### config.mk
export PLATFORM = sky130hd
export DESIGN_NAME = cfs_top
export DESIGN_NICKNAME = d
export VERILOG_FILES = /design/src/hw/cfs_pkg.sv /design/src/hw/cfs_top.sv
export SDC_FILE = /design/constraint.sdc
export NUM_CORES = 1
export LEC_CHECK = 0
export CORE_MARGIN = 1.5
export CORE_UTILIZATION = 61
export CTS_BUF_LIST = sky130_fd_sc_hd__clkbuf_8
export CTS_CLUSTER_SIZE = 10
export DETAILED_ROUTE_END_ITERATION = 7
export DONT_BUFFER_PORTS = 1
export GPL_TIMING_DRIVEN = 1
export PLACE_DENSITY_LB_ADDON = 0.12
export SYNTH_ARGS = -nofsm -noshare
export SYNTH_HDL_FRONTEND = slang
export SYNTH_SLANG_ARGS = --single-unit
### constraint.sdc
create_clock -name core_clk_i -period 5.5 [get_ports core_clk_i]
set_input_delay 0 -clock core_clk_i [delete_from_list [all_inputs] [get_ports core_clk_i]]
set_output_delay 0 -clock core_clk_i [all_outputs]
set_load 0.01 [all_outputs]
### src/hw/cfs_pkg.sv
// Overview of operation
// - Fault when difference exceeds 1/16 of active
// - Fault with larger inactive input swaps input
// - During fault measure on the larger input
// - First input selected after reset
// - Inputs averaged so fault needs sustained mismatch
// - Detection inhibited below 0.3% voltage full scale
// - Bit 7 of accumulation mode shows input
// - One force bit set forces that input
// - Force bits equal means automatic selection
// - Fault changes set flag bit 5 status
// - Polarity bit 6 picks entering or leaving
// - Flag and enable pend measurement interrupt
// - Second below 93.75% of first flags fault
// - Both inputs filtered, delay about one second
// - Larger active input keeps billing, no swap
// - Swap back only past same margin
// - Enable bit 5 of interrupt enable one
package cfs_pkg;
	localparam int unsigned AW = 8;
	localparam int unsigned MAG_W = 24;
	localparam logic [7:0] ACC_MODE_ADDR = 8'h0F;
	localparam logic [7:0] CAL_MODE_ADDR = 8'h3D;
	localparam logic [7:0] IRQ_EN_ADDR = 8'hD9;
	localparam logic [7:0] IRQ_ST_ADDR = 8'hDC;
	localparam logic [7:0] VOLT_LVL_ADDR = 8'hE0;
	localparam int unsigned ACTIVE_BIT = 7;
	localparam int unsigned POLARITY_BIT = 6;
	localparam int unsigned FAULT_BIT = 5;
	localparam int unsigned FORCE_FIRST_BIT = 0;
	localparam int unsigned FORCE_SECOND_BIT = 1;
	localparam logic [7:0] ACC_MODE_RST = 8'h00;
	localparam logic [7:0] CAL_MODE_RST = 8'h00;
	localparam logic [7:0] IRQ_RST = 8'h00;
	localparam int unsigned MARGIN_SHIFT = 4;
	localparam logic [MAG_W-1:0] VOLT_FULL_SCALE = 24'h28_F5C2;
	localparam int unsigned VOLT_MIN_PERMILLE = 3;
	localparam logic [MAG_W-1:0] VOLT_MIN =
		MAG_W'(32'(VOLT_FULL_SCALE) * VOLT_MIN_PERMILLE / 1000);
	localparam int unsigned CLK_HZ = 40_000_000;
	localparam int unsigned AVG_SHIFT = 4;
	localparam int unsigned SAMPLE_US = 50_000;
	localparam int unsigned SAMPLE_CYC = CLK_HZ / 1_000_000 * SAMPLE_US;
	localparam int unsigned FAULT_MS = 1000;
	localparam int unsigned CONFIRM_SAMPLES = FAULT_MS * 1000 / SAMPLE_US;
endpackage

### src/hw/cfs_top.sv
// Design decisions made here: the plain strobed port and the address map.
`timescale 1ns/1ps
module cfs_top #(
	parameter int unsigned SAMPLE_CYC = cfs_pkg::SAMPLE_CYC
)(
	input  wire logic        core_clk_i,      // 40 MHz clock
	input  wire logic        rst_n_i,         // Sync reset, low
	input  wire logic [23:0] first_mag_i,     // First input magnitude
	input  wire logic [23:0] second_mag_i,    // Second input magnitude
	input  wire logic [23:0] volt_mag_i,      // Voltage magnitude
	input  wire logic [7:0]  addr_i,          // Register address
	input  wire logic [7:0]  wdata_i,         // Write data
	input  wire logic        wr_i,            // Write strobe
	input  wire logic        rd_i,            // Read strobe
	output logic      [7:0]  rdata_o,         // Read data, next cycle
	output logic             use_second_o,    // Measure on second input
	output logic             fault_o,         // Fault condition now
	output logic             irq_o            // Interrupt level
);
	// Averaged magnitudes of both current inputs
	logic [23:0] avg_a_q;
	logic [23:0] avg_a_d;
	logic [23:0] avg_b_q;
	logic [23:0] avg_b_d;

	// Sample-rate divider and confirmation counter
	logic [31:0] tick_cnt_q;
	logic [31:0] tick_cnt_d;
	logic [7:0]  confirm_q;
	logic [7:0]  confirm_d;
	logic        tick;

	// Selection and fault state
	logic        sel_b_q;
	logic        sel_b_d;
	logic        fault_q;
	logic        fault_d;

	// Software controls and the sticky fault-change flag
	logic        pol_q;
	logic        pol_d;
	logic        f1_q;
	logic        f1_d;
	logic        f2_q;
	logic        f2_d;
	logic        en_q;
	logic        en_d;
	logic        flag_q;
	logic        flag_d;

	// Output stage, every output leaves a flop
	logic [7:0]  rdata_q;
	logic [7:0]  rdata_d;
	logic        irq_q;
	logic        irq_d;
	logic        use_b_q;
	logic        fault_out_q;

	// Single-pole IIR: x += (in - x) >> shift
	function automatic logic [23:0] iir(input logic [23:0] x,
		input logic [23:0] s);
		logic [24:0] d;
		d = {1'b0, s} - {1'b0, x};
		iir = x + 24'($signed(d) >>> cfs_pkg::AVG_SHIFT);
	endfunction

	// True when a exceeds b by more than 1/16 of r
	function automatic logic over(input logic [23:0] a,
		input logic [23:0] b, input logic [23:0] r);
		over = (a > b) &&
			((a - b) > (r >> cfs_pkg::MARGIN_SHIFT));
	endfunction

	// Register address match, shared by write and read decoding
	function automatic logic is_reg(input logic [7:0] a,
		input logic [7:0] r);
		is_reg = (a == r);
	endfunction

	// Address decoding
	wire         sel_acc  = is_reg(addr_i, cfs_pkg::ACC_MODE_ADDR);
	wire         sel_cal  = is_reg(addr_i, cfs_pkg::CAL_MODE_ADDR);
	wire         sel_en   = is_reg(addr_i, cfs_pkg::IRQ_EN_ADDR);
	wire         sel_st   = is_reg(addr_i, cfs_pkg::IRQ_ST_ADDR);
	wire         sel_volt = is_reg(addr_i, cfs_pkg::VOLT_LVL_ADDR);
	wire         wr_acc   = wr_i && sel_acc;
	wire         wr_cal   = wr_i && sel_cal;
	wire         wr_en    = wr_i && sel_en;
	wire         wr_st    = wr_i && sel_st;

	// Sample-rate enable pulse
	assign tick = (tick_cnt_q == SAMPLE_CYC - 1);
	assign tick_cnt_d = tick ? 32'h0000_0000 : tick_cnt_q + 32'h0000_0001;

	// Averaging filters, stepped once per sample
	assign avg_a_d = tick ? iir(avg_a_q, first_mag_i)
		: avg_a_q;
	assign avg_b_d = tick ? iir(avg_b_q, second_mag_i)
		: avg_b_q;

	// Active and inactive averages, following the current selection
	wire  [23:0] act_m = sel_b_q ? avg_b_q : avg_a_q;
	wire  [23:0] ina_m = sel_b_q ? avg_a_q : avg_b_q;
	wire         volt_ok =
		(volt_mag_i >= cfs_pkg::VOLT_MIN);
	// Mismatch of more than 1/16 of the active input, either direction
	wire         mismatch = over(act_m, ina_m, act_m) ||
		over(ina_m, act_m, act_m);
	// Margin taken from the larger input gives hysteresis against chatter
	wire         swap_need = over(ina_m, act_m, ina_m);

	// A change needs CONFIRM_SAMPLES+1 qualifying samples in a row
	wire         at_confirm = (confirm_q == 8'(cfs_pkg::CONFIRM_SAMPLES));
	wire         pending = (mismatch != fault_q);
	wire         qualify = volt_ok && (pending || swap_need);
	wire         decide = tick && volt_ok && at_confirm;
	assign confirm_d = !tick ? confirm_q :
		(!qualify || at_confirm) ? 8'h00 : confirm_q + 8'h01;

	// Fault state and automatic selection move only on a decision
	assign fault_d = decide ? mismatch : fault_q;
	assign sel_b_d = (decide && swap_need) ? ~sel_b_q
		: sel_b_q;

	// Force bits override only the output selection, not the tracking
	wire         forced = f1_q ^ f2_q;
	wire         use_b = forced ? f2_q : sel_b_q;

	// Fault-change event, direction chosen by the polarity control
	wire         changed = (fault_d != fault_q);
	wire         event_set = changed &&
		(pol_q ? !fault_d : fault_d);
	wire         st_clr = wr_st && wdata_i[cfs_pkg::FAULT_BIT];

	// Set wins over a clear in the same cycle
	assign flag_d = event_set ? 1'b1 :
		st_clr ? 1'b0 : flag_q;
	assign irq_d = flag_d && en_q;

	// Register writes
	assign pol_d = wr_acc ? wdata_i[cfs_pkg::POLARITY_BIT] : pol_q;
	assign f1_d = wr_cal ? wdata_i[cfs_pkg::FORCE_FIRST_BIT] : f1_q;
	assign f2_d = wr_cal ? wdata_i[cfs_pkg::FORCE_SECOND_BIT] : f2_q;
	assign en_d = wr_en ? wdata_i[cfs_pkg::FAULT_BIT] : en_q;

	// Read path
	wire  [7:0]  rd_acc = {use_b, pol_q, 6'h00};
	wire  [7:0]  rd_cal = {6'h00, f2_q, f1_q};
	wire  [7:0]  rd_en = {2'h0, en_q, 5'h00};
	wire  [7:0]  rd_st = {2'h0, flag_q, 5'h00};
	wire  [7:0]  rd_volt = {7'h00, volt_ok};
	wire  [7:0]  rd_mux =
		sel_acc ? rd_acc :
		sel_cal ? rd_cal :
		sel_en ? rd_en :
		sel_st ? rd_st :
		sel_volt ? rd_volt : 8'h00;
	// Zero outside the read slot, so a stray sample reads nothing
	assign rdata_d = rd_i ? rd_mux : 8'h00;

	always_ff @(posedge core_clk_i)
	begin
		if (!rst_n_i)
		begin
			tick_cnt_q <= 32'h0000_0000;
		end
		else
		begin
			tick_cnt_q <= tick_cnt_d;
		end
	end

	always_ff @(posedge core_clk_i)
	begin
		if (!rst_n_i)
		begin
			avg_a_q <= 24'h00_0000;
		end
		else
		begin
			avg_a_q <= avg_a_d;
		end
	end

	always_ff @(posedge core_clk_i)
	begin
		if (!rst_n_i)
		begin
			avg_b_q <= 24'h00_0000;
		end
		else
		begin
			avg_b_q <= avg_b_d;
		end
	end

	always_ff @(posedge core_clk_i)
	begin
		if (!rst_n_i)
		begin
			confirm_q <= 8'h00;
		end
		else
		begin
			confirm_q <= confirm_d;
		end
	end

	always_ff @(posedge core_clk_i)
	begin
		if (!rst_n_i)
		begin
			sel_b_q <= 1'b0;
		end
		else
		begin
			sel_b_q <= sel_b_d;
		end
	end

	always_ff @(posedge core_clk_i)
	begin
		if (!rst_n_i)
		begin
			fault_q <= 1'b0;
		end
		else
		begin
			fault_q <= fault_d;
		end
	end

	always_ff @(posedge core_clk_i)
	begin
		if (!rst_n_i)
		begin
			pol_q <= cfs_pkg::ACC_MODE_RST[cfs_pkg::POLARITY_BIT];
		end
		else
		begin
			pol_q <= pol_d;
		end
	end

	always_ff @(posedge core_clk_i)
	begin
		if (!rst_n_i)
		begin
			f1_q <= cfs_pkg::CAL_MODE_RST[cfs_pkg::FORCE_FIRST_BIT];
		end
		else
		begin
			f1_q <= f1_d;
		end
	end

	always_ff @(posedge core_clk_i)
	begin
		if (!rst_n_i)
		begin
			f2_q <= cfs_pkg::CAL_MODE_RST[cfs_pkg::FORCE_SECOND_BIT];
		end
		else
		begin
			f2_q <= f2_d;
		end
	end

	always_ff @(posedge core_clk_i)
	begin
		if (!rst_n_i)
		begin
			en_q <= cfs_pkg::IRQ_RST[cfs_pkg::FAULT_BIT];
		end
		else
		begin
			en_q <= en_d;
		end
	end

	always_ff @(posedge core_clk_i)
	begin
		if (!rst_n_i)
		begin
			flag_q <= 1'b0;
		end
		else
		begin
			flag_q <= flag_d;
		end
	end

	always_ff @(posedge core_clk_i)
	begin
		if (!rst_n_i)
		begin
			rdata_q <= 8'h00;
		end
		else
		begin
			rdata_q <= rdata_d;
		end
	end

	always_ff @(posedge core_clk_i)
	begin
		if (!rst_n_i)
		begin
			irq_q <= 1'b0;
		end
		else
		begin
			irq_q <= irq_d;
		end
	end

	always_ff @(posedge core_clk_i)
	begin
		if (!rst_n_i)
		begin
			use_b_q <= 1'b0;
		end
		else
		begin
			use_b_q <= use_b;
		end
	end

	always_ff @(posedge core_clk_i)
	begin
		if (!rst_n_i)
		begin
			fault_out_q <= 1'b0;
		end
		else
		begin
			fault_out_q <= fault_q;
		end
	end

	assign rdata_o = rdata_q;
	assign irq_o = irq_q;
	assign use_second_o = use_b_q;
	assign fault_o = fault_out_q;
endmodule

* Word-level counts from Yosys, hierarchy flattened
Index checks and enable logic that the tools add are counted.
** Cells by class
- $add $sub $neg :: 8
- Multipliers :: 0
- Div/mod/pow operators :: 0
- Magnitude comparators :: 6
- Eq/ne operators :: 9
- Shift operators :: 0
- Muxes and demuxes :: 13
- Bitwise logic cells :: 4
- Reduce and logical (&&, ||, !) cells :: 24
** Operator list (number)
- > comparator 24 x 20 -> 1 bit :: 3
- subtractor 24 x 24 -> 25 bit :: 2
- adder 24 bit :: 2
- > comparator 24 bit :: 2
- 2-to-1 mux 24 bit :: 2
- subtractor 24 bit :: 2
- adder 32 x 1 -> 32 bit, second input constant :: 1
- == test 32 x 21 -> 1 bit, second input constant :: 1
- == test 8 bit, second input constant :: 3
- >= comparator 24 x 13 -> 1 bit, second input constant :: 1
- 2-to-1 mux 6 bit :: 3
- 2-to-1 mux 8 bit :: 2
- logical AND 1 bit :: 14
- adder 8 x 1 -> 8 bit, second input constant :: 1
- == test 8 x 4 -> 1 bit, second input constant :: 1
- == test 8 x 5 -> 1 bit, second input constant :: 1
- == test 8 x 6 -> 1 bit, second input constant :: 1
- 2-to-1 mux 1 bit :: 6
- OR reduction 6 bit :: 1
- OR reduction 4 bit :: 1
- logical OR 1 bit :: 3
- inverter 1 bit :: 3
- OR reduction 3 bit :: 1
- logical NOT 1 bit :: 2
- 4 further kinds :: 5
** Word-level totals
- Flip-flop bits (word level) :: 106
- Bits in latches :: 0
- Memory bits (writable) :: 0
- Bits in read-only memories :: 0
- Input port bits :: 92
- Output and inout port bits :: 11
- Memories :: 0

* Logic depth before layout (Yosys ltp)
Gate-level depths: netlist (run 1).
- Word-level depth :: 11
- Depth in mapped cells :: 30
- Depth with buffers taken out :: 26

* Worst setup path after synthesis (run 1)
No wires, ideal clock.
- Path type :: register -> register
- From :: register sel_b_q
- To :: register confirm_q[0]
- Setup time :: 0.129 ns
- Data arrival time :: 5.780 ns
- Path slack :: -0.409 ns
- Cell stages (with the launch flop) :: 30
- Clock period less this slack :: 5.909 ns
- Cells stage by stage :: dfxtp_1 > buf_2 > buf_4 > buf_2 > buf_2 > clkbuf_1 > buf_1 > a21oi_1 > ha_1 > a211oi_1 > a2111oi_0 > nor3_1 > o21bai_1 > a21oi_1 > a21oi_1 > o211ai_1 > o21ai_0 > xnor2_1 > ha_1 > a21o_1 > a21o_1 > a21oi_1 > o21ai_0 > a2111oi_0 > a31oi_1 > a211oi_1 > a211oi_1 > or3_4 > a21oi_4 > o22ai_1
** On the way
- Word-level cells in the longest chain between the ends :: 11
- Elaborated cells on any way between the ends :: 19
** Ends and longest elaborated chain
- start: declaration :: line cfs_top.sv:34 : logic sel_b_q;
- start signal: assignment :: line cfs_top.sv:217 : sel_b_q <= sel_b_d;
- 2-to-1 mux 24 bit, on equally long branches :: line cfs_top.sv:102, cfs_top.sv:103
- subtractor 24 bit :: line cfs_top.sv:71 : ((a - b) > (r >> cfs_pkg::MARGIN_SHIFT));
- > comparator 24 x 20 -> 1 bit :: line cfs_top.sv:71
- logical AND 1 bit :: line cfs_top.sv:70 : over = (a > b) &&
- logical OR 1 bit :: line cfs_top.sv:107 : wire mismatch = over(act_m, ina_m, act_m) ||
- inequality test 1 bit :: line cfs_top.sv:114 : wire pending = (mismatch != fault_q);
- logical OR 1 bit (*) :: line cfs_top.sv:115 : wire qualify = volt_ok && (pending || swap_need);
- logical AND 1 bit (*) :: line cfs_top.sv:115
- logical NOT 1 bit (*) :: line cfs_top.sv:118 : (!qualify || at_confirm) ? 8'h00 : confirm_q + 8'h01;
- logical OR 1 bit (*) :: line cfs_top.sv:118
- 2-to-1 mux 8 bit (*) :: line cfs_top.sv:118
- end signal: assignment :: line cfs_top.sv:205 : confirm_q <= confirm_d;
- end: declaration :: line cfs_top.sv:29 : logic [7:0] confirm_q;
Mark *: on every way between the ends. The rest lies on a longest branch, timed or not.
A chain may end at the register's enable or synchronous reset.

* Worst setup path after layout (run 1)
- From :: register avg_a_q[6]
- To :: register confirm_q[1]
** On the way
- Word-level cells in the longest chain between the ends :: 11
- Elaborated cells on any way between the ends :: 19
** Ends and longest elaborated chain
- start: declaration :: line cfs_top.sv:21 : logic [23:0] avg_a_q;
- start signal: assignment :: line cfs_top.sv:181 : avg_a_q <= avg_a_d;
- 2-to-1 mux 24 bit, on equally long branches :: line cfs_top.sv:102, cfs_top.sv:103
- subtractor 24 bit :: line cfs_top.sv:71
- > comparator 24 x 20 -> 1 bit :: line cfs_top.sv:71
- logical AND 1 bit :: line cfs_top.sv:70
- logical OR 1 bit :: line cfs_top.sv:107
- inequality test 1 bit :: line cfs_top.sv:114
- logical OR 1 bit (*) :: line cfs_top.sv:115
- logical AND 1 bit (*) :: line cfs_top.sv:115
- logical NOT 1 bit (*) :: line cfs_top.sv:118
- logical OR 1 bit (*) :: line cfs_top.sv:118
- 2-to-1 mux 8 bit (*) :: line cfs_top.sv:118
Marks and branches as above.

==> results.sh, run 1 <==
export IMPL_power_leakage_nw=6.090
export IMPL_routabilityCongestion=0.9582
export IMPL_grt_pass1_vias=12050
export IMPL_grt_ovfl_total=0
export IMPL_chipHeight_um=149.7
export IMPL_critical_path_top_delay_family="compound AO/OA/AOI/OAI gates"
export IMPL_rr_startpoint="avg_a_q[6]$_SDFFE_PN0N_"
export IMPL_grt_use_total_pct=32.99
export IMPL_tightestPinTransition_ns=1.101
export IMPL_h_tree_depth=3
export IMPL_final_nets=2034
export IMPL_synthMuxAreaShare_pct=4.262
export IMPL_cp_slowest_stage_delay_ns=0.59
export IMPL_cp_slowest_cell="dfxtp_1"
export IMPL_p_per_area_nw_per_um2=108.3
export IMPL_yosysTopAreaCellShare_pct=15.71
export IMPL_period_share_pct=96.78
export IMPL_synth_top_family_by_area="simple AND/OR/NAND/NOR gates"
export IMPL_drv_slew=0
export IMPL_rows=53
export IMPL_fmax_ghz=0.1879
export IMPL_hold_end="tick_cnt_q[0]$_SDFF_PP0_"
export IMPL_setup_violations=0
export IMPL_final_hold_viol_count=0
export IMPL_dieArea_um2=22400
export IMPL_synthFlopType="dfxtp_1"
export IMPL_clock_sinks=103
export IMPL_cts_buffers=9
export IMPL_synthAdderAreaFrac_pct=16.02
export IMPL_route_detailed_drc=0
export IMPL_worst_r2r_path_depth=21
export IMPL_path_cells="xor2_2 > or4b_4 > a211o_1 > nor3b_1 > a31oi_4 > a21oi_1 > o21ai_0 > xnor2_1 > ha_1 > nand2_1 > nor2_1 > a211oi_1 > o211ai_1 > a221o_1 > a31oi_1 > nand3_1 > nor4_2 > a311oi_1 > or3_4 > a21oi_4 > o22ai_1"
export IMPL_fin_skew_ns=0.04132
export IMPL_grt_max_degree=77
export IMPL_ys_warn_count=0
export IMPL_clock_latency_ns=0.42
export IMPL_top_level_ports=103
export IMPL_synth_edf_count=0
export IMPL_multiInputGateArea_um2=10600
export IMPL_initial_core_util_pct=62.22
export IMPL_synth_compound_area_share_pct=23.39
export IMPL_max_cap_violations=0
export IMPL_clk_pin_slew_ns=0.12
export IMPL_synthCells=1746
export IMPL_synthSimpleGateAreaFrac_pct=25.00
export IMPL_ys_top_cells_by_area="dfxtp_1 16%, ha_1 15%, xnor2_1 6.0%"
export IMPL_yosysTopAreaCell="dfxtp_1"
export IMPL_r2r_slack_ns=0.18
export IMPL_drive_above_1_share_pct=8.496
export IMPL_core_area_um2=21090
export IMPL_cp_buffers_inverters=0
export IMPL_crit_arrival_ns=5.61
export IMPL_peakVddDrop_mv=0.1036
export IMPL_first_pass_iters=6
export IMPL_worstSetupPathDepth=21
export IMPL_viasPerCell=6.268
export IMPL_setup_ws_ns=0.1770
export IMPL_crit_fanout=8
export IMPL_drt_iter0_markers=970
export IMPL_synth_area_um2=13120
export IMPL_grt_pass1_wl_mm=59.32
export IMPL_criticalPathCategory="register to register"
export IMPL_status="finished, final reports clean"
export IMPL_hold_class="input port to register"
export IMPL_antenna_found_initial=1
export IMPL_hold_start="rst_n_i"
export IMPL_critPathCaptureType="register"
export IMPL_synth_seq_cells=103
export IMPL_yosysUniqueCellTypes=91
export IMPL_max_slew_margin_pct=26.18
export IMPL_avgSynthCellArea_um2=7.515
export IMPL_synth_async_reset_ratio_pct=0
export IMPL_die_x_um=149.7
export IMPL_cp_required_ns=5.79
export IMPL_rr_endpoint="confirm_q[1]$_SDFFE_PN0N_"
export IMPL_finalPower_w=0.001544
export IMPL_routed_via_count=12940
export IMPL_dpl_worst_slack_ns=-0.08719
export IMPL_min_path_cells=3
export IMPL_routed_wl_mm=37.37
export IMPL_root_buffer="clkbuf_8"
export IMPL_place_hpwl_mm=28.96
export IMPL_cts_tree="yes"
export IMPL_finalCriticalPeriod_ns=5.323
export IMPL_ant_nets=0
export IMPL_cts_buffer_depth=2
export IMPL_final_seq_area_um2=2082
export IMPL_wl_per_cell_um=18.10
export IMPL_num_fill_cells=1838
export IMPL_hold_slack_ns=0.04002
export IMPL_synth_xor_area_share_pct=11.15
export IMPL_area_growth_syn_to_layout_pct=8.668
export IMPL_synth_seq_area_share_pct=15.71
export IMPL_cp_start_kind="register"
export IMPL_portBuffers=0
[registers in the layout, summed over array words and instances, names as in the netlist, 5 cells and up]
signal	flops
tick_cnt_q	32
avg_a_q	24
avg_b_q	24
confirm_q	8
rdata_o	5
[area by class of cell]
type | count | share of cell area (%)
clock buffers | 9 | 0.8687
multi-input cells | 1503 | 74.31
repair buffers | 91 | 5.300
flip-flops and latches | 103 | 14.60
diodes | 1 | 0.01755
well taps | 275 | 2.413
clock inverters | 7 | 0.4914
inverters | 76 | 2.001
[routing by layer]
metal	global-route usage [%]	share of wire (%)	up-vias	wire, um
li1	-	-	6393	-
met1	43.77	45	6031	16860
met2	54.10	46	425	17100
met3	4.543	5.9	92	2200
met4	12.60	3.2	2	1194
met5	0	0.035	-	13
[timing repair]
item,in CTS,in global routing
setup endpoints to repair,8,16
pin swaps,1,8
gates resized for setup,4,29
cloned,0,0
endpoints found under the hold margin,67,0
buffers inserted,1,2
hold buffers,22,0
[cell families (layout without fill, tap and decap cells)]
logic type / count (synthesis) / count (layout)
muxes: 55 / 55
xor gates and xnor gates: 161 / 161
other: 1 / 4
DFF: 103 / 103
adders and majority gates: 169 / 169
buffers and inverters: 142 / 183
and+or+nand+nor: 658 / 658
AOI/OAI and AO/OA: 457 / 457
[worst max path at each step]
stage	startpoint	to	slack (ns)
floorplan	sel_b_q$_SDFFE_PN0P_	confirm_q[0]$_SDFFE_PN0N_	0.04
global placement	avg_a_q[2]$_SDFFE_PN0N_	avg_a_q[23]$_SDFFE_PN0N_	0.16
detailed placement	sel_b_q$_SDFFE_PN0P_	confirm_q[7]$_SDFFE_PN0N_	-0.09
CTS	avg_a_q[0]$_SDFFE_PN0N_	confirm_q[1]$_SDFFE_PN0N_	0.02
global route	sel_b_q$_SDFFE_PN0P_	confirm_q[1]$_SDFFE_PN0N_	-0.01
finish	avg_a_q[6]$_SDFFE_PN0N_	confirm_q[1]$_SDFFE_PN0N_	0.18
[worst min-delay path: cells and delay by family]
| family | cells | cell delay, ns |
|---|---|---|
| buffers and inverters | 1 | 0.24 |
| and+or+nand+nor | 2 | 0.16 |
[synthesized netlist by cell type (7+ instances only)]
library cell and number:
nor4_1 17, a211oi_1 31, xnor2_1 90, a21o_1 42
a21oi_1 98, o21bai_1 8, nor3_1 33, o21a_1 20
maj3_1 11, a31oi_1 17, mux2i_1 51, nand4_1 26
nor3b_1 9, and2_1 37, o211ai_1 23, a2111oi_0 7
inv_1 76, nor2b_1 62, nand3_1 50, dfxtp_1 103
xor2_1 64, and4_1 7, ha_1 156, or3_1 10
and3_1 17, or2_2 8, nor2_1 153, a21boi_0 20
clkbuf_1 36, nand2b_1 39, o31ai_1 9, buf_2 18
nand2_1 172, o21ai_0 103
[metrics by stage]
stage                     TNS [ns]  utilization [%]  cell area [um2]  instances
after CTS                        0            67.03            14140       2062
final                            0            67.62            14260       2065
after global routing      -0.02669            67.62            14260       2065
after floorplan                  0                -            13140       1748
after global placement           0            64.93            13690       2023
after detailed placement   -0.5969            64.93            13690       2023
[cell usage in the layout (no fill, tap or decap), types with 6 or more instances in the layout]
master         netlist  final
or2_2                8      8
and3_1              17     17
a211oi_1            31     27
o211ai_1            23     23
nand2b_1            39     39
o21ai_0            103    102
o21bai_1             8      7
a31oi_1             17     17
maj3_1              11     11
nand2_1            172    172
o211a_1              6      6
clkbuf_8             0      9
o31ai_1              9      9
dfxtp_1            103     93
dfxtp_2              0      7
a21boi_0            20     20
ha_1               156    156
o21a_1              20     20
a21o_1              42     42
nand4_1             26     26
nand3_1             50     50
buf_4                5     69
and2_1              37     37
nor4_1              17     17
and4_1               7      6
mux2i_1             51     51
xor2_1              64     63
nor2b_1             62     60
nor3_1              33     30
or3_1               10      9
nor3b_1              9      8
a21oi_1             98     98
inv_1               76     76
dlygate4sd3_1        0     21
xnor2_1             90     90
nor2_1             153    153
[power by group]
| group | internal (W) | switching [W] |
|---|---|---|
| Clock | 0.000179 | 0.000344 |
| Combinational | 0.000122 | 0.000150 |
| Sequential | 0.000746 | 0.00000167 |
| Total | 0.00105 | 0.000496 |
Note: power is estimated with default switching activity, not from simulation.
==> inputs of run 2 (changes only) <==
--- a/config.mk
+++ b/config.mk
@@ -5,6 +5,7 @@
 export SDC_FILE = /design/constraint.sdc
 export NUM_CORES = 1
 export LEC_CHECK = 0
+export ABC_AREA = 1
 export CORE_MARGIN = 1.5
 export CORE_UTILIZATION = 61
 export CTS_BUF_LIST = sky130_fd_sc_hd__clkbuf_8
==> results.sh, run 2 <==
export IMPL_finalCriticalPeriod_ns=5.143
export IMPL_dpl_worst_slack_ns=0.8137
export IMPL_wl_per_cell_um=17.66
export IMPL_crit_top_cell="nand2_1"
export IMPL_setup_ws_ns=0.3569
export IMPL_synth_area_um2=13660
export IMPL_p_seq_share_pct=46.8
export IMPL_rows=54
export IMPL_crit_arrival_ns=5.46
export IMPL_ant_nets=0
export IMPL_cts_buffers=9
export IMPL_cp_required_ns=5.82
export IMPL_yosysTopAreaCell="nand2_1"
export IMPL_placed_area_um2=13820
export IMPL_clock_sinks=103
export IMPL_portBuffers=0
export IMPL_power_leakage_nw=7.252
export IMPL_reg_largest_list="tick_cnt_q: 32 flops, avg_a_q: 24 flops, avg_b_q: 24 flops"
export IMPL_grt_use_total_pct=38.45
export IMPL_peakVddDrop_mv=0.1549
export IMPL_grt_max_degree=73
export IMPL_cp_slowest_stage_delay_ns=0.58
export IMPL_max_cap_violations=0
export IMPL_synth_seq_area_share_pct=15.09
export IMPL_criticalPathCategory="register to register"
export IMPL_synthFlopType="dfxtp_1"
export IMPL_root_buffer="clkbuf_8"
export IMPL_route_detailed_drc=0
export IMPL_fmax_ghz=0.1944
export IMPL_setup_violations=0
export IMPL_p_per_area_nw_per_um2=110.8
export IMPL_synth_most_common_cell="nand2_1"
export IMPL_netlist_top_cells_count="670 x nand2_1, 280 x inv_1, 203 x a21oi_1, 156 x ha_1, 147 x nor2_1"
export IMPL_grt_ovfl_total=0
export IMPL_cp_start_kind="register"
export IMPL_power_switching_fraction_pct=33.39
export IMPL_routed_wl_mm=45.29
export IMPL_final_hold_viol_count=0
export IMPL_synthCells=2264
export IMPL_fin_skew_ns=0.01721
export IMPL_period_share_pct=93.51
export IMPL_synth_seq_cells=103
export IMPL_routed_via_count=15280
export IMPL_synth_async_reset_ratio_pct=0
export IMPL_tightestPinTransition_ns=0.8067
export IMPL_fin_setup_tns_ns=0
export IMPL_layout_common_cells="670 x nand2_1, 280 x inv_1, 203 x a21oi_1"
export IMPL_ys_warn_count=0
export IMPL_die_x_um=152.7
export IMPL_drv_slew=0
export IMPL_combPwrFrac_pct=21.2
export IMPL_final_nets=2530
export IMPL_avgSynthCellArea_um2=6.034
export IMPL_chipHeight_um=152.7
export IMPL_grt_pass1_vias=14710
export IMPL_first_pass_iters=6
export IMPL_h_tree_depth=3
export IMPL_viasPerCell=5.959
export IMPL_final_common_cell="nand2_1"
export IMPL_p_clk_share_pct=31.9
export IMPL_drive_above_1_share_pct=3.632
export IMPL_critPathCaptureType="register"
export IMPL_area_growth_syn_to_layout_pct=5.504
export IMPL_ys_top_cells_by_area="nand2_1 18%, dfxtp_1 15%, ha_1 14%"
export IMPL_status="finished, final reports clean"
export IMPL_clk_pin_slew_ns=0.12
export IMPL_routabilityCongestion=1.012
export IMPL_top_level_ports=103
export IMPL_cts_tree="yes"
export IMPL_largest_reg_flops=32
export IMPL_largest_register="tick_cnt_q"
export IMPL_place_hpwl_mm=36.65
export IMPL_max_slew_margin_pct=45.65
export IMPL_design_area_um2=14410
export IMPL_critical_path_top_delay_family="simple AND/OR/NAND/NOR gates"
export IMPL_initial_core_util_pct=62.41
export IMPL_synth_edf_count=0
export IMPL_core_area_um2=21890
export IMPL_yosysTopAreaCellShare_pct=18.41
export IMPL_grt_pass1_wl_mm=72.62
export IMPL_p_int_w=0.001064
export IMPL_yosysUniqueCellTypes=56
export IMPL_grt_setup_unrepaired="false"
export IMPL_cp_slowest_cell="dlygate4sd3_1"
export IMPL_antenna_found_initial=0
export IMPL_cp_buffers_inverters=4
export IMPL_drt_iter0_markers=1366
export IMPL_cts_buffer_depth=2
export IMPL_dieArea_um2=23300
export IMPL_clock_latency_ns=0.41
export IMPL_n_antenna_cell=0
export IMPL_power_switching_w=0.0005332
export IMPL_crit_fanout=7
export IMPL_hold_class="input port to register"
[run 2: area by class of cell]
cell class	count	area (um2)
multi-input cells	1826	10250
fillers	2077	7477
flip-flops and latches	103	2066
inverters	300	1129
repair buffers	40	421.7
well taps	280	350.3
clock buffers	10	137.6
clock inverters	6	62.56
[run 2: path summary, 6_finish.rpt]
kind                       startpoint                       end  slack (ns)  cells past startpoint
max           avg_a_q[3]$_SDFFE_PN0N_         flag_q$_SDFF_PN0_        0.36                     27
min                  second_mag_i[23]  avg_b_q[23]$_SDFFE_PN0N_        0.12                      6
max reg2reg   avg_a_q[3]$_SDFFE_PN0N_         flag_q$_SDFF_PN0_        0.36                     27
min reg2reg  tick_cnt_q[0]$_SDFF_PP0_  tick_cnt_q[0]$_SDFF_PP0_        0.44                      1
[run 2: through the flow]
stage | std cells | hold WS, ns | total power (W) | utilization (%)
finish | 2565 | 0.1166 | 0.001597 | 65.84
global route | 2565 | 0.1955 | 0.001666 | 65.84
CTS | 2564 | 0.1071 | 0.001592 | 65.70
detailed placement | 2513 | 0.1170 | 0.001078 | 63.14
global placement | 2513 | 0.1266 | 0.001070 | 63.14
floorplan | 2266 | 0.1618 | 0.001022 | -
[run 2: logic make-up (layout without fill, tap and decap cells)]
logic type | after synthesis | count (layout) | share of synthesized area [%]
XOR/XNOR | 120 | 120 | 7.995
buffers and inverters | 337 | 356 | 9.955
adder cells (fa/ha/maj) | 158 | 158 | 14.58
AO/OA/AOI/OAI | 464 | 464 | 19.10
other | 1 | 3 | 0.02745
AND/OR/NAND/NOR | 1081 | 1081 | 33.24
flip-flops | 103 | 103 | 15.09
[run 2: routing by layer]
metal	GRT usage [%]	wire (um)	vias to the layer above
li1	-	-	7555
met1	46.15	18580	7034
met2	67.57	21550	568
met3	5.973	3245	127
met4	16.94	1921	0
met5	0	0	-
[run 2: timing repair]
action,CTS,global route
gates resized for setup,0,1
hold buffers,35,0
endpoints found under the hold margin,35,0
setup buffers,0,1
setup endpoints to repair,0,2
[run 2: power groups by stage]
stage	sequential (W)	clock, W	combinational [W]
floorplan	0.000765	0	0.000257
global placement	0.000765	0	0.000305
detailed placement	0.000765	0	0.000313
CTS	0.000748	0.000513	0.000330
global route	0.000749	0.000538	0.000380
finish	0.000748	0.000510	0.000339
[run 2: worst min-delay path: stages]
cell and delay, ns:
ha_1 0.11, a2111oi_0 0.06, nand2_1 0.10, nand2_1 0.06, nand3_1 0.09, a21oi_1 0.06
==> inputs of run 3 (changes only) <==
--- a/config.mk
+++ b/config.mk
@@ -7,7 +7,7 @@
 export LEC_CHECK = 0
 export ABC_AREA = 1
 export CORE_MARGIN = 1.5
-export CORE_UTILIZATION = 61
+export CORE_UTILIZATION = 35
 export CTS_BUF_LIST = sky130_fd_sc_hd__clkbuf_8
 export CTS_CLUSTER_SIZE = 10
 export DETAILED_ROUTE_END_ITERATION = 7
==> constraint.sdc (replaced) <==
create_clock -name core_clk_i -period 4.15 [get_ports core_clk_i]
set_input_delay 0 -clock core_clk_i [delete_from_list [all_inputs] [get_ports core_clk_i]]
set_output_delay 0 -clock core_clk_i [all_outputs]
set_load 0.01 [all_outputs]
==> results.sh, run 3 (synthesis gave the netlist of run 2 again) <==
export IMPL_core_area_um2=38560
export IMPL_power_leakage_nw=8.436
export IMPL_drv_slew=0
export IMPL_crit_fanout=5
export IMPL_clock_sinks=103
export IMPL_place_hpwl_mm=44.00
export IMPL_final_hold_viol_count=0
export IMPL_p_per_area_nw_per_um2=126.7
export IMPL_criticalPathCategory="register to register"
export IMPL_utilization_pct=43.88
export IMPL_fmax_ghz=0.2495
export IMPL_dp_cells=2949
export IMPL_power_switching_fraction_pct=33.72
export IMPL_finalCriticalPeriod_ns=4.008
export IMPL_root_buffer="clkbuf_8"
export IMPL_routabilityCongestion=0.9965
export IMPL_stdcell_count=3019
export IMPL_routed_wl_mm=52.66
export IMPL_p_int_w=0.001421
export IMPL_die_x_um=200.6
export IMPL_clk_pin_slew_ns=0.11
export IMPL_final_nets=2743
export IMPL_fin_skew_ns=0.01654
export IMPL_portBuffers=0
export IMPL_power_switching_w=0.0007229
export IMPL_design_area_um2=16920
export IMPL_layout_common_cells="652 x nand2_1, 273 x inv_1, 208 x buf_4"
export IMPL_dieArea_um2=40230
export IMPL_antenna_found_initial=2
export IMPL_top_level_ports=103
export IMPL_routed_via_count=15730
export IMPL_num_fill_cells=4277
export IMPL_p_seq_share_pct=46.1
export IMPL_wl_per_cell_um=17.44
export IMPL_drive_above_1_share_pct=17.01
export IMPL_grt_ovfl_total=0
export IMPL_critPathCaptureType="register"
export IMPL_grt_pass1_wl_mm=81.05
export IMPL_area_growth_syn_to_layout_pct=23.85
export IMPL_initial_core_util_pct=35.43
export IMPL_ant_nets=0
export IMPL_cts_buffers=9
export IMPL_combPwrFrac_pct=24.7
export IMPL_cts_buffer_depth=2
export IMPL_max_slew_margin_pct=37.74
export IMPL_first_pass_iters=5
export IMPL_grt_pass1_vias=14950
export IMPL_period_share_pct=96.57
export IMPL_final_common_cell="nand2_1"
export IMPL_grt_use_total_pct=25.53
export IMPL_drt_iter0_markers=984
export IMPL_placed_area_um2=15630
export IMPL_cp_required_ns=4.45
export IMPL_route_detailed_drc=0
export IMPL_cts_tree="yes"
export IMPL_cp_start_kind="register"
export IMPL_status="finished, final reports clean"
export IMPL_tightestPinTransition_ns=0.9241
export IMPL_largest_reg_flops=32
export IMPL_clock_latency_ns=0.41
export IMPL_grt_setup_unrepaired="true"
export IMPL_max_cap_violations=0
export IMPL_reg_largest_list="tick_cnt_q: 32 flops, avg_a_q: 24 flops, avg_b_q: 24 flops"
export IMPL_p_clk_share_pct=29.1
export IMPL_chipHeight_um=200.6
export IMPL_crit_arrival_ns=4.31
export IMPL_grt_max_degree=41
export IMPL_viasPerCell=5.211
export IMPL_setup_violations=0
export IMPL_hold_class="input port to register"
export IMPL_peakVddDrop_mv=0.1547
export IMPL_largest_register="tick_cnt_q"
export IMPL_rows=72
export IMPL_h_tree_depth=3
[run 3: changes by cell type in the layout (fill, tap and decap cells not counted), moves of 8 or more]
cell,before,now
a21oi_1,203,180
a21oi_2,2,25
ha_1,156,148
nand2_2,12,27
inv_2,17,25
dfxtp_1,102,89
o21ai_2,3,15
nor2_1,147,136
o21ai_0,110,89
nor2_2,7,15
buf_4,3,208
nand2_1,670,652
dfxtp_2,0,10
o21ai_1,33,41
[run 3: worst max-delay path, stage by stage, from the launching register on]
cell and delay [ns]:
dfxtp_4 0.42, inv_1 0.09, ha_1 0.36, a21oi_2 0.23, inv_1 0.10, nor2_1 0.17
o221ai_1 0.19, nor2_4 0.19, o21ai_1 0.08, buf_4 0.16, nand2_1 0.06, nand2_1 0.09
a31oi_2 0.22, xor2_1 0.18, ha_1 0.31, a21oi_1 0.14, o21ai_1 0.10, a221oi_2 0.26
o21a_1 0.17, or2_2 0.10, nand3_1 0.07, o21ai_1 0.13, a21oi_1 0.05
[run 3: worst paths after layout]
path / from / end / cells past startpoint / slack [ns]
max: avg_b_q[9]$_SDFFE_PN0N_ / avg_b_q[23]$_SDFFE_PN0N_ / 22 / 0.14
min: addr_i[3] / flag_q$_SDFF_PN0_ / 7 / 0.05
max reg2reg: avg_b_q[9]$_SDFFE_PN0N_ / avg_b_q[23]$_SDFFE_PN0N_ / 22 / 0.14
min reg2reg: tick_cnt_q[0]$_SDFF_PP0_ / tick_cnt_q[0]$_SDFF_PP0_ / 1 / 0.45
[run 3: power groups by stage]
| stage | logic [W] | registers, W | clock network, W |
|---|---|---|---|
| detailed placement | 0.000461 | 0.00101 | 0 |
| floorplan | 0.000340 | 0.00101 | 0 |
| global placement | 0.000458 | 0.00101 | 0 |
| CTS | 0.000491 | 0.000991 | 0.000652 |
| finish | 0.000530 | 0.000989 | 0.000625 |
| global route | 0.000582 | 0.000990 | 0.000675 |
[run 3: final cells by class]
| type | count | area (um2) | area share, % |
|---|---|---|---|
| antenna | 3 | 7.507 | 0.04437 |
| clock buffer | 9 | 123.9 | 0.7321 |
| clock inverter | 7 | 47.55 | 0.2810 |
| inverter | 300 | 1134 | 6.700 |
| multi-input combinational | 1826 | 10780 | 63.72 |
| sequential | 103 | 2090 | 12.35 |
| tap | 518 | 648.1 | 3.831 |
| timing repair buffer | 253 | 2088 | 12.34 |
[run 3: layer usage]
layer | track usage, % | part of all wire [%] | vias up
li1 | - | - | 7990
met1 | 33.00 | 45 | 7248
met2 | 44.31 | 47 | 401
met3 | 2.094 | 4.0 | 94
met4 | 9.211 | 3.4 | 0
met5 | 0 | 0 | -
[run 3: repair_timing]
action / CTS / global route
gates cloned: 0 / 2
buffers inserted: 0 / 14
hold buffers: 35 / 0
pin swaps: 0 / 31
resized for setup: 20 / 161
setup endpoints to repair: 20 / 37
hold endpoints to repair: 35 / 0
[run 3: metrics by stage]
stage               total power, W  setup WS, ns  TNS [ns]  hold slack, ns
floorplan                 0.001355        0.4004         0          0.1618
global placement          0.001472       -0.3208    -3.103          0.1120
detailed placement        0.001475       -0.3063    -2.938          0.1126
CTS                       0.002134      0.001860         0         0.01509
global route              0.002247      -0.04507   -0.4675          0.1444
finish                    0.002144        0.1422         0         0.05080
